==> config.mk <==
export PLATFORM = sky130hd
export DESIGN_NAME = acc_top
export DESIGN_NICKNAME = d
export VERILOG_FILES = /design/src/shared/acc_pkg.sv /design/src/verilog/acc_sync.sv /design/src/verilog/acc_top.sv
export VERILOG_INCLUDE_DIRS = /design/src /design/src/shared
export SDC_FILE = /design/constraint.sdc
export NUM_CORES = 1
export LEC_CHECK = 0
export BUFFER_PORTS_ARGS = -buffer_cell sky130_fd_sc_hd__buf_2
export CAP_MARGIN = 20
export CORE_MARGIN = 1
export CORE_UTILIZATION = 39
export CTS_CLUSTER_SIZE = 20
export DETAILED_ROUTE_END_ITERATION = 8
export PLACE_DENSITY = 0.83
export RECOVER_POWER = 50
export SLEW_MARGIN = 20
export SYNTH_ARGS = -nofsm -noshare
export SYNTH_HDL_FRONTEND = slang
export SYNTH_SLANG_ARGS = --single-unit
==> constraint.sdc <==
create_clock -name i_clk_sys -period 1.2 [get_ports i_clk_sys]
set_input_delay 0.06 -clock i_clk_sys [delete_from_list [all_inputs] [get_ports i_clk_sys]]
set_output_delay 0.06 -clock i_clk_sys [all_outputs]
set_load 0.01 [all_outputs]
==> src/shared/acc_defines.svh <==
`ifndef ACC_DEFINES_SVH
`define ACC_DEFINES_SVH

// ************************************************************
// Register offsets in the 10-bit data space
// ************************************************************
`define ACC_ADDR_W         10
`define ACC_ADDR_REF_LEVEL 10'h016   // Reference level select, write only
`define ACC_ADDR_RESULT    10'h017   // Comparison result, bit-test only
`define ACC_ADDR_ENABLE    10'h018   // Comparator enable and select, write only

// ************************************************************
// Field positions of the enable and select register
// ************************************************************
`define ACC_RUN_BIT        3         // Compare run
`define ACC_SRC_BIT        2         // Reference source, 1 = internal
`define ACC_SEL_HI         1         // Input select, high bit
`define ACC_SEL_LO         0         // Input select, low bit

// ************************************************************
// Reset values and timing counts
// ************************************************************
`define ACC_RST_ENABLE     4'h0
`define ACC_RST_REF_LEVEL  4'h0
`define ACC_RST_RESULT     4'h0
`define ACC_SYNC_STAGES    2         // Flip-flops on the comparator output

`endif

==> src/shared/acc_pkg.sv <==
package acc_pkg;

  // ************************************************************
  // Power modes seen by the comparator
  // ************************************************************
  typedef enum logic [1:0] {
    ACC_PWR_ACTIVE    = 2'b00,  // Active mode
    ACC_PWR_SUBACTIVE = 2'b01,  // Subactive mode
    ACC_PWR_STANDBY   = 2'b10,  // Standby, comparator off
    ACC_PWR_STOP      = 2'b11   // Stop, comparator off
  } acc_pwr_e;

  // ************************************************************
  // Comparison state
  // ************************************************************
  typedef enum logic {
    ACC_CMP_IDLE = 1'b0,        // No comparison
    ACC_CMP_RUN  = 1'b1         // Comparison in progress
  } acc_state_e;

  // ************************************************************
  // Enable and select register layout
  // ************************************************************
  typedef struct packed {
    logic       run;            // Compare run bit
    logic       ref_src;        // Reference source bit, 1 = internal
    logic [1:0] in_sel;         // Analog input select
  } acc_ctrl_s;

  // ************************************************************
  // Controls to the analog front end
  // ************************************************************
  typedef struct packed {
    logic       enable;         // Comparator powered and comparing
    logic       int_ref_sw;     // Internal reference switch closed
    logic [3:0] ref_level;      // One of sixteen internal levels
    logic [1:0] in_sel;         // Analog input multiplexer select
  } acc_afe_s;

endpackage : acc_pkg

==> src/verilog/acc_sync.sv <==
`timescale 1ns/1ps

// ************************************************************
// Two-stage level synchroniser
// ************************************************************
module acc_sync (
  input  wire logic i_clk_sys,   // System clock
  input  wire logic i_rst_n,     // Asynchronous reset, active low
  input  wire logic i_async,     // Level from outside the clock domain
  output logic      o_sync       // Synchronised level
);

  logic meta_ff;                 // First stage, read only by second
  logic sync_ff;                 // Second stage
  logic nxt_meta;
  logic nxt_sync;

  // Next values of the two stages
  always_comb begin
    nxt_meta = i_async;
    nxt_sync = meta_ff;
  end

  // Stage registers
  always_ff @(posedge i_clk_sys or negedge i_rst_n) begin
    if (!i_rst_n) begin
      meta_ff <= 1'b0;
      sync_ff <= 1'b0;
    end else begin
      meta_ff <= nxt_meta;
      sync_ff <= nxt_sync;
    end
  end

  assign o_sync = sync_ff;

endmodule : acc_sync

==> src/verilog/acc_top.sv <==
`timescale 1ns/1ps
`include "acc_defines.svh"

module acc_top (
  input  wire logic              i_clk_sys,          // Instruction clock, 20 MHz
  input  wire logic              i_rst_n,            // MCU reset, active low
  input  wire logic              i_reg_wr,           // Register write strobe
  input  wire logic [9:0]        i_reg_addr,         // Register write address
  input  wire logic [3:0]        i_reg_wdata,        // Register write data
  input  wire logic              i_bt_req,           // Bit-test instruction strobe
  input  wire logic [9:0]        i_bt_addr,          // Bit-test address
  input  wire logic [1:0]        i_bt_bit,           // Bit-test bit number
  input  wire acc_pkg::acc_pwr_e i_power_mode,       // Current power mode
  input  wire logic              i_cmp_out,          // Raw analog comparator output
  output logic                   o_test_result_flag, // Test flag answer
  output logic                   o_bt_hit,           // Bit test addressed the result
  output acc_pkg::acc_afe_s      o_afe,              // Front-end controls
  output logic [3:0]             o_port_disable,     // Analog pins off as ports
  output logic                   o_ext_ref_pin_disable // Reference pin off as port
);
  import acc_pkg::*;

  // ************************************************************
  // Storage
  // ************************************************************
  acc_ctrl_s  ctrl_ff;           // Enable and select register
  logic [3:0] ref_level_ff;      // Reference level register
  logic [3:0] result_ff;         // Comparison result register
  acc_state_e state_ff;          // Comparison state
  acc_afe_s   afe_ff;            // Registered front-end controls
  logic [3:0] port_dis_ff;       // Registered analog pin disables
  logic       ext_dis_ff;        // Registered reference pin disable
  logic       flag_ff;           // Registered test flag
  logic       hit_ff;            // Registered bit-test hit

  acc_ctrl_s  nxt_ctrl;
  logic [3:0] nxt_ref_level;
  logic [3:0] nxt_result;
  acc_state_e nxt_state;
  acc_afe_s   nxt_afe;
  logic [3:0] nxt_port_dis;
  logic       nxt_ext_dis;
  logic       nxt_flag;
  logic       nxt_hit;

  logic       cmp_sync;          // Comparator output after two flip-flops
  logic       mode_ok;           // Power mode allows comparing
  logic [3:0] sel_mask;          // One-hot of the selected input

  // ************************************************************
  // Comparator output synchroniser
  // ************************************************************
  acc_sync u_cmp_sync (
    .i_clk_sys (i_clk_sys),
    .i_rst_n   (i_rst_n),
    .i_async   (i_cmp_out),
    .o_sync    (cmp_sync)
  );

  // Power mode gate and input mask
  always_comb begin
    mode_ok  = (i_power_mode == ACC_PWR_ACTIVE) || (i_power_mode == ACC_PWR_SUBACTIVE);
    sel_mask = 4'h1 << ctrl_ff.in_sel;
  end

  // ************************************************************
  // Register writes
  // ************************************************************
  // Address decode of the two write-only registers
  always_comb begin
    nxt_ctrl      = ctrl_ff;
    nxt_ref_level = ref_level_ff;
    if (i_reg_wr && (i_reg_addr == `ACC_ADDR_ENABLE)) begin
      nxt_ctrl.run     = i_reg_wdata[`ACC_RUN_BIT];
      nxt_ctrl.ref_src = i_reg_wdata[`ACC_SRC_BIT];
      nxt_ctrl.in_sel  = i_reg_wdata[`ACC_SEL_HI:`ACC_SEL_LO];
    end else if (i_reg_wr && (i_reg_addr == `ACC_ADDR_REF_LEVEL)) begin
      nxt_ref_level = i_reg_wdata;
    end
  end

  // ************************************************************
  // Comparison control and result
  // ************************************************************
  // Run state, front-end controls and pin functions
  always_comb begin
    // Comparing only while the run bit is set in a working mode
    nxt_state = (ctrl_ff.run && mode_ok) ? ACC_CMP_RUN : ACC_CMP_IDLE;
    nxt_afe.enable     = (nxt_state == ACC_CMP_RUN);
    nxt_afe.int_ref_sw = (nxt_state == ACC_CMP_RUN) && ctrl_ff.ref_src;
    nxt_afe.ref_level  = ref_level_ff;
    nxt_afe.in_sel     = ctrl_ff.in_sel;
    nxt_port_dis       = (nxt_state == ACC_CMP_RUN) ? 4'hF : 4'h0;
    nxt_ext_dis        = !ctrl_ff.ref_src;
  end

  // Result bits, one per input, only the selected one is filled
  always_comb begin
    if (state_ff == ACC_CMP_RUN) begin
      nxt_result = sel_mask & {4{cmp_sync}};
    end else begin
      nxt_result = `ACC_RST_RESULT;
    end
  end

  // ************************************************************
  // Bit-test read path
  // ************************************************************
  // The result is only visible through the bit-test answer
  always_comb begin
    nxt_hit  = i_bt_req && (i_bt_addr == `ACC_ADDR_RESULT);
    nxt_flag = flag_ff;
    if (nxt_hit) begin
      nxt_flag = result_ff[i_bt_bit];
    end
  end

  // All state registers
  always_ff @(posedge i_clk_sys or negedge i_rst_n) begin
    if (!i_rst_n) begin
      ctrl_ff      <= acc_ctrl_s'(`ACC_RST_ENABLE);
      ref_level_ff <= `ACC_RST_REF_LEVEL;
      result_ff    <= `ACC_RST_RESULT;
      state_ff     <= ACC_CMP_IDLE;
      afe_ff       <= '0;
      port_dis_ff  <= 4'h0;
      ext_dis_ff   <= 1'b1;
      flag_ff      <= 1'b0;
      hit_ff       <= 1'b0;
    end else begin
      ctrl_ff      <= nxt_ctrl;
      ref_level_ff <= nxt_ref_level;
      result_ff    <= nxt_result;
      state_ff     <= nxt_state;
      afe_ff       <= nxt_afe;
      port_dis_ff  <= nxt_port_dis;
      ext_dis_ff   <= nxt_ext_dis;
      flag_ff      <= nxt_flag;
      hit_ff       <= nxt_hit;
    end
  end

  // Outputs, all from flip-flops
  assign o_test_result_flag    = flag_ff;
  assign o_bt_hit              = hit_ff;
  assign o_afe                 = afe_ff;
  assign o_port_disable        = port_dis_ff;
  assign o_ext_ref_pin_disable = ext_dis_ff;

  // ************************************************************
  // Assertions
  // ************************************************************
  run_start_a: assert property (@(posedge i_clk_sys) disable iff (!i_rst_n)
    (ctrl_ff.run && mode_ok) |=> (state_ff == ACC_CMP_RUN) && o_afe.enable)
    else $error("Comparison did not start after run bit");

  flag_high_a: assert property (@(posedge i_clk_sys) disable iff (!i_rst_n)
    (i_bt_req && (i_bt_addr == `ACC_ADDR_RESULT) && result_ff[i_bt_bit]) |=> o_test_result_flag && o_bt_hit)
    else $error("Test flag not set for a high result");

  flag_low_a: assert property (@(posedge i_clk_sys) disable iff (!i_rst_n)
    (i_bt_req && (i_bt_addr == `ACC_ADDR_RESULT) && !result_ff[i_bt_bit]) |=> !o_test_result_flag)
    else $error("Test flag not cleared for a low result");

  result_onehot_a: assert property (@(posedge i_clk_sys) disable iff (!i_rst_n)
    (result_ff & ~(4'h1 << afe_ff.in_sel)) == 4'h0)
    else $error("Result bit set for an unselected input");

  result_clear_a: assert property (@(posedge i_clk_sys) disable iff (!i_rst_n)
    (state_ff == ACC_CMP_RUN) ##1 (state_ff == ACC_CMP_IDLE) |=> (result_ff == 4'h0))
    else $error("Result kept after comparison ended");

  ref_level_a: assert property (@(posedge i_clk_sys) disable iff (!i_rst_n)
    (i_reg_wr && (i_reg_addr == `ACC_ADDR_REF_LEVEL)) |-> ##2 (o_afe.ref_level == $past(i_reg_wdata, 2)))
    else $error("Reference level not passed to front end");

  int_switch_a: assert property (@(posedge i_clk_sys) disable iff (!i_rst_n)
    o_afe.int_ref_sw |-> $past(ctrl_ff.ref_src) && $past(ctrl_ff.run))
    else $error("Internal switch closed without internal source");

  pins_analog_a: assert property (@(posedge i_clk_sys) disable iff (!i_rst_n)
    (state_ff == ACC_CMP_RUN) |-> (o_port_disable == 4'hF))
    else $error("Analog pins kept port function while comparing");

  mode_gate_a: assert property (@(posedge i_clk_sys) disable iff (!i_rst_n)
    !mode_ok |=> (state_ff == ACC_CMP_IDLE) && !o_afe.enable && !o_afe.int_ref_sw)
    else $error("Comparator active in a stopped mode");

  ext_ref_a: assert property (@(posedge i_clk_sys) disable iff (!i_rst_n)
    !ctrl_ff.ref_src |=> o_ext_ref_pin_disable)
    else $error("Reference pin still a port with external source");

  result_update_a: assert property (@(posedge i_clk_sys) disable iff (!i_rst_n)
    (state_ff == ACC_CMP_RUN) |=> (result_ff[$past(ctrl_ff.in_sel)] == $past(cmp_sync)))
    else $error("Result not updated from comparator");

endmodule : acc_top

==> qor.yml, run 1 <==
outcome: "finished, final reports clean"
ys_warn_count: 0
ant_nets: 0
ir_worst_vdd_mv: 0.8471
worstMarginPinSlew_ns: 0.5806
synthDistinctLibCells: 18
r2r_cells: 2
synth_area_leaders: "dfrtp_1 (64%), mux2_2 (11%), nor4b_4 (5.1%), buf_4 (4.0%), dfstp_2 (2.8%)"
p_clk_share_pct: 26.7
post-route-period-util_pct: 99.58
seqPwrFrac_pct: 64.5
die_w_um: 51.12
postSynthCellCount: 60
die_y_um: 51.12
max_slew_margin_pct: 61.30
yosysSeqAreaShare_pct: 66.62
drtIter0Drc: 4
final_area_sq_um: 1280
synth_nets: 93
vias: 674
drc: 0
dr.pass1.iters: 4
num_rows: 17
core_sq_um: 2233
pin_count: 48
cts_made_buffers: 3
die_area_sq_um: 2613
io_buffers: 46
leakage_nw: 0.6960
area_growth_pct: 36.04
syn_area_sq_um: 940.9
cap_violations: 0
critPathRequiredTime_ns: 1.41
switchingPower_uw: 284.8
place_area_sq_um: 1169
final_nets: 147
comb_power_share_pct: 8.7
post_cts_buffers: 0
gr-usage-all-layers_pct: 13.83
clock_sinks: 25
clk_pin_slew_worst_paths_ns: 0.12
worstPathArrival_ns: 1.40
skew_ns: 0.005569
grt_max_degree: 26
antenna_found_initial: 0
hold_violations: 0
internal_power_mw: 1.046
critPathLaunchType: "flop"
synth_largest_area_cell: "dfrtp_1"
clk_latency_ns: 0.31
setup_viol: 0
fmax_mhz: 836.8
endpoint_kind: "flop"
synth-seq-cells: 25
yosysTopAreaCellShare_pct: 63.83
p_per_area_nw_per_um2: 1040
fillers: 198
vias_per_cell: 4.780
multi_input_area_sq_um: 272.8
rsz0062_at_grt: "true"
critPathMaxFanout: 1
grt_overflow: 0
p_total_mw: 1.331
drive_gt1_share_pct: 56.64
fin_crit_ns: 1.195
clk_path_buf_depth: 2
wl_per_cell_um: 11.51
htree_levels: 1
grt_pass1_wl_mm: 2.539
cts_tree: "yes"
worst_hold_path_type: "in2reg"
maxSlewViolCount: 0
syn_avg_cell_area_sq_um: 15.68
place_congestion: 0.6643
first_global_vias: 695
wl_mm: 1.623
seqCellArea_sq_um: 626.9
cts_root_buffer: "clkbuf_4"
min_path_cells: 3
dp_hpwl_mm: 1.257
critPathKind: "reg2reg"
start_util_pct: 42.13
num_antenna_cells: 0
p_sw_share_pct: 21.40
-- power by group through the flow --
stage               Combinational (mW)  Sequential (mW)  Clock, mW
detailed placement               0.101            0.875          0
floorplan                       0.0212            0.876          0
finish                           0.116            0.859      0.356
global placement                0.0963            0.875          0
global route                     0.128            0.861      0.399
CTS                              0.118            0.859      0.374
-- synth_stat cells --
master / instances
nand4b_1: 1
nand3_1: 1
nor4b_4: 2
nor2b_1: 2
dfrtp_1: 24
mux2_2: 9
nor3_2: 1
buf_4: 5
mux4_2: 1
nor3_1: 2
or3_1: 1
nand2_1: 1
nor2_1: 3
inv_1: 2
nand4_1: 2
dfstp_2: 1
and2_1: 1
nand4bb_1: 1
-- worst max-delay path: stages (launching register included) --
cell and delay [ns]:
dfrtp_1 0.38, mux4_2 0.45, mux2_4 0.26
-- area by class of cell --
class | instances | area share [%]
clock inverter | 1 | 0.3910
tap | 28 | 2.737
timing repair buffer | 54 | 24.24
clock buffer | 3 | 1.760
inverter | 2 | 0.5865
multi-input combinational | 28 | 21.31
sequential | 25 | 48.97
-- cells in the final DEF (no fill, tap or decap), drive strengths merged --
cell type,count
buf,45
dfrtp,24
mux2,9
dlygate4sd3,8
clkbuf,4
nor2,3
nor3,3
inv,2
nor2b,2
nor4b,2
nand4,2
nand3,1
nand2,1
and2,1
nand4bb,1
nand4b,1
or3,1
mux4,1
clkinv,1
dfstp,1
-- metrics by stage --
stage               util, %  worst slack, ns  hold slack, ns    TNS, ns  cells
floorplan                 -          0.04363         -0.2356          0     60
global placement      52.32          0.01389         0.05628          0    129
detailed placement    52.32         -0.03494         0.06980    -0.1277    129
CTS                   56.69        -0.002378        -0.01368  -0.002378    140
global route          57.31         -0.01389          0.1452   -0.01389    141
finish                57.31         0.004984          0.1534          0    141
-- final timing paths --
path / startpoint / slack, ns / end
hold reg to reg: u_cmp_sync.meta_ff / 0.37 / u_cmp_sync.o_sync
min in group asynchronous: i_rst_n / 0.27 / o_afe[1]
max in group asynchronous: i_rst_n / 0.56 / result_ff[3]
setup reg to reg: result_ff[3] / 0.005 / o_test_result_flag
hold / removal: i_bt_bit[1] / 0.15 / o_test_result_flag
setup / recovery: result_ff[3] / 0.005 / o_test_result_flag
-- timing repair --
action,4_1_cts,5_1_grt
hold endpoints to repair,35,1
setup endpoints to repair,1,1
hold buffers,7,1
gates resized for setup,0,1
-- cells by family after synthesis --
family	count (synthesis)	share of synthesized area, %
and+or+nand+nor	18	15.43
muxes	10	13.17
DFF	25	66.62
buffers and inverters	7	4.788
-- flip-flops by register name, summed over array words and instances, names as in the netlist --
signal and flops:
o_ext_ref_pin_disable 1, o_port_disable 1, u_cmp_sync.meta_ff 1, ctrl_ff 4, o_test_result_flag 1, o_afe 7
ref_level_ff 4, result_ff 4, o_bt_hit 1, u_cmp_sync.o_sync 1
-- routing by layer --
layer / wire (um) / vias up / GRT usage, % / part of all wire, %
li1: - / 311 / - / -
met1: 585 / 315 / 12.87 / 36
met2: 826 / 43 / 26.54 / 51
met3: 174 / 5 / 3.274 / 11
met4: 38 / 0 / 8.333 / 2.3
met5: 0 / - / 0 / 0
Power figures use the tool's default switching activity.
==> inputs of run 2 (changes only) <==
==> constraint.sdc (replaced) <==
create_clock -name i_clk_sys -period 1.2 [get_ports i_clk_sys]
set_input_delay 0.24 -clock i_clk_sys [delete_from_list [all_inputs] [get_ports i_clk_sys]]
set_output_delay 0.24 -clock i_clk_sys [all_outputs]
set_load 0.01 [all_outputs]
==> qor.yml, run 2 (synthesis gave the netlist of run 1 again) <==
die_y_um: 51.12
htree_levels: 1
worst-path-buf-inv: 0
grt_overflow: 0
place_area_sq_um: 1176
critPathRequiredTime_ns: 1.40
clk_path_buf_depth: 2
critPathMaxFanout: 1
maxSlewViolCount: 0
grt_pass1_wl_mm: 2.394
comb_power_share_pct: 7.7
cts_root_buffer: "clkbuf_4"
r2r_cells: 2
critPathLaunchType: "flop"
dr.pass1.iters: 4
r2r_start: "result_ff[3]"
max_slew_margin_pct: 61.16
antenna_found_initial: 0
endpoint_kind: "flop"
largest_reg_flops: 7
cts_made_buffers: 3
worst_path_largest_cell_delay_ns: 0.45
setup_tns_ns: 0
drc: 0
post_cts_buffers: 0
critPathKind: "reg2reg"
die_area_sq_um: 2613
io_buffers: 46
r2r_setup_slack_ns: 0.009
p_sw_share_pct: 20.73
num_rows: 17
die_w_um: 51.12
skew_ns: 0.002975
ant_nets: 0
outcome: "finished, final reports clean"
clock_sinks: 25
post-route-period-util_pct: 99.21
placed_cells: 130
dpl_worst_slack_ns: -0.2052
grt_max_degree: 26
rr_endpoint: "o_test_result_flag"
final_cells: 135
path_depth: 2
crit_chain: "mux4_2, mux2_4"
internal_power_mw: 1.039
utilization_pct: 54.79
worst_hold_path_type: "in2reg"
startpoint: "result_ff[3]"
area_growth_pct: 30.05
final_area_sq_um: 1224
first_global_vias: 630
hold_violations: 0
start_util_pct: 42.13
critPathTopFamily: "multiplexers"
num_antenna_cells: 0
vias_per_cell: 4.681
cts_tree: "yes"
pin_count: 48
drtIter0Drc: 2
place_congestion: 0.6644
fin_ws_ns: 0.009436
gr-usage-all-layers_pct: 12.40
core_sq_um: 2233
clk_latency_ns: 0.30
final_common_cell: "buf_2"
fmax_mhz: 839.9
crit_end: "o_test_result_flag"
crit_slowest_cell: "mux4_2"
cap_violations: 0
worstMarginPinSlew_ns: 0.5826
rsz0062_at_grt: "true"
seqPwrFrac_pct: 65.6
fin_crit_ns: 1.191
final_nets: 141
ir_worst_vdd_mv: 0.7170
drive_gt1_share_pct: 60.75
leakage_nw: 0.6687
wl_mm: 1.530
final_cell_mix: "buf_2 (44), dfrtp_1 (23), mux2_2 (8)"
p_per_area_nw_per_um2: 1071
switchingPower_uw: 271.6
min_from: "i_cmp_out"
p_clk_share_pct: 26.7
worstPathArrival_ns: 1.39
clk_pin_slew_worst_paths_ns: 0.12
vias: 632
wl_per_cell_um: 11.33
setup_viol: 0
[run 2: changes by cell type in the layout (fill, tap and decap cells not counted)]
cell           previous run  this run
dfrtp_2                   0         1
dlygate4sd3_1             8         1
buf_4                     0         1
clkbuf_1                  0         1
dfrtp_1                  24        23
buf_6                     0         1
buf_2                    45        44
clkinv_2                  1         0
[run 2: per-stage QoR]
stage,hold WS [ns],total power [mW]
2_1_floorplan,-0.05559,0.8974
3_3_place_gp,0.2430,0.9714
3_5_place_dp,0.2482,0.9761
4_1_cts,0.02685,1.331
5_1_grt,0.009273,1.374
6_report,0.03865,1.310
[run 2: cell type report]
class                   count  area, sq um
clock buffers               4        26.28
fillers                   203         1010
well taps                  28        35.03
inverters                   2        7.507
flip-flops and latches     25        628.1
multi-input cells          28        272.8
repair buffers             48        254.0
[run 2: power groups by stage]
stage	sequential, mW	clock (mW)	combinational (mW)
final	0.859	0.350	0.101
after CTS	0.860	0.368	0.104
after global routing	0.861	0.402	0.111
after floorplan	0.876	0	0.0212
after global placement	0.875	0	0.0968
after detailed placement	0.875	0	0.101
[run 2: routing by layer]
metal  vias up  GRT usage [%]  part of all wire [%]
li1        297              -                     -
met2        42          23.03                    47
met1       293          14.40                    43
met4         0          2.778                     0
met5         -              0                     0
met3         0          2.679                   9.8
[run 2: repair_timing]
action	CTS	global route
endpoints found under the hold margin	24	0
gates resized for setup	1	2
hold buffers	1	0
setup endpoints to repair	1	7
[run 2: worst min path at each step]
stage | endpoint | slack, ns | cells past startpoint
after CTS | u_cmp_sync.meta_ff | 0.03 | 1
after detailed placement | o_afe[2] | 0.25 | 1
after floorplan | ctrl_ff[0] | -0.06 | 0
after global placement | u_cmp_sync.meta_ff | 0.24 | 1
final | u_cmp_sync.meta_ff | 0.04 | 1
after global routing | u_cmp_sync.meta_ff | 0.009 | 1
==> inputs of run 3 (changes only) <==
Settings changed: SETUP_SLACK_MARGIN set to 0.02.
==> qor.yml, run 3 (synthesis gave the netlist of run 1 again) <==
drtIter0Drc: 2
endpoint_kind: "flop"
die_y_um: 51.12
wl_mm: 1.526
vias: 626
dr.pass1.iters: 2
htree_levels: 1
die_w_um: 51.12
antenna_found_initial: 0
grt_pass1_wl_mm: 2.408
worstMarginPinSlew_ns: 0.5804
critPathLaunchType: "flop"
setup_viol: 0
core_sq_um: 2233
clk_latency_ns: 0.30
placed_cells: 130
clk_pin_slew_worst_paths_ns: 0.12
cap_violations: 0
final_area_sq_um: 1227
gr-usage-all-layers_pct: 12.46
wl_per_cell_um: 11.22
grt_overflow: 0
start_util_pct: 42.13
cts_tree: "yes"
fillers: 206
cts_root_buffer: "clkbuf_4"
skew_ns: 0.0008900
area_growth_pct: 30.45
fin_crit_ns: 1.192
ant_nets: 0
post-route-period-util_pct: 99.31
place_congestion: 0.6644
critPathKind: "reg2reg"
maxSlewViolCount: 0
clk_path_buf_depth: 2
io_buffers: 46
grt_max_degree: 26
die_area_sq_um: 2613
final_common_cell: "buf_2"
largest_reg_flops: 7
fmax_mhz: 839.1
clock_sinks: 25
critPathRequiredTime_ns: 1.40
vias_per_cell: 4.603
outcome: "finished, final reports clean"
cts_made_buffers: 3
num_rows: 17
hold_violations: 0
p_per_area_nw_per_um2: 1071
worstPathArrival_ns: 1.39
leakage_nw: 0.6699
num_antenna_cells: 0
final_cells: 136
max_slew_margin_pct: 61.31
first_global_vias: 629
drc: 0
ir_worst_vdd_mv: 0.7167
pin_count: 48
setup_tns_ns: 0
critPathMaxFanout: 1
worst_hold_path_type: "in2reg"
final_nets: 142
drive_gt1_share_pct: 60.19
place_area_sq_um: 1176
rsz0062_at_grt: "true"
final_cell_mix: "buf_2 (44), dfrtp_1 (23), mux2_2 (8)"
## run 3: per-layer routing
metal | vias up | global-route usage [%] | share of wire, %
met5 | - | 0 | 0
met4 | 0 | 2.778 | 0
met3 | 0 | 2.679 | 9.4
met2 | 40 | 23.03 | 47
met1 | 287 | 14.60 | 43
li1 | 299 | - | -
## run 3: final timing paths
path | from | to | slack [ns] | cells after the start
max in group asynchronous | i_rst_n | o_port_disable[2] | 0.34 | 2
min in group asynchronous | i_rst_n | o_afe[2] | 0.45 | 2
min reg2reg | u_cmp_sync.meta_ff | u_cmp_sync.o_sync | 0.38 | 0
min | i_cmp_out | u_cmp_sync.meta_ff | 0.04 | 1
max | result_ff[3] | o_test_result_flag | 0.008 | 2
max reg2reg | result_ff[3] | o_test_result_flag | 0.008 | 2
## run 3: what timing repair did
item | in CTS | in global routing
hold endpoints to repair | 24 | 0
gates resized for setup | 3 | 0
hold buffers | 1 | 0
setup buffers | 0 | 1
endpoints found under the setup margin | 7 | 7
## run 3: worst max-delay path, stage by stage, from the launching register on
cell and delay [ns]:
dfrtp_1 0.38, mux4_2 0.45, mux2_4 0.26
## run 3: cell type report
type | count | area (sq um) | share of cell area, %
Clock buffer | 4 | 26.28 | 2.141
Inverter | 2 | 7.507 | 0.6116
Multi-Input combinational cell | 28 | 272.8 | 22.22
Tap cell | 28 | 35.03 | 2.854
Sequential cell | 25 | 628.1 | 51.17
Timing Repair Buffer | 49 | 257.7 | 21.00
## run 3: per-stage QoR
stage / utilization, % / worst slack (ns) / hold WS [ns] / total power [mW]
2_1_floorplan: - / -0.003211 / -0.05559 / 0.8974
3_3_place_gp: 52.66 / -0.1639 / 0.2430 / 0.9714
3_5_place_dp: 52.66 / -0.2052 / 0.2482 / 0.9761
4_1_cts: 54.79 / 0.001528 / 0.02685 / 1.331
5_1_grt: 54.96 / -0.02291 / 0.009273 / 1.374
6_report: 54.96 / 0.008314 / 0.03859 / 1.314
## run 3: power by group
part	switching, mW	leakage, nW	internal (mW)
Sequential	0.00521	0.339	0.854
Combinational	0.0458	0.316	0.0557
Clock	0.224	0.0150	0.129
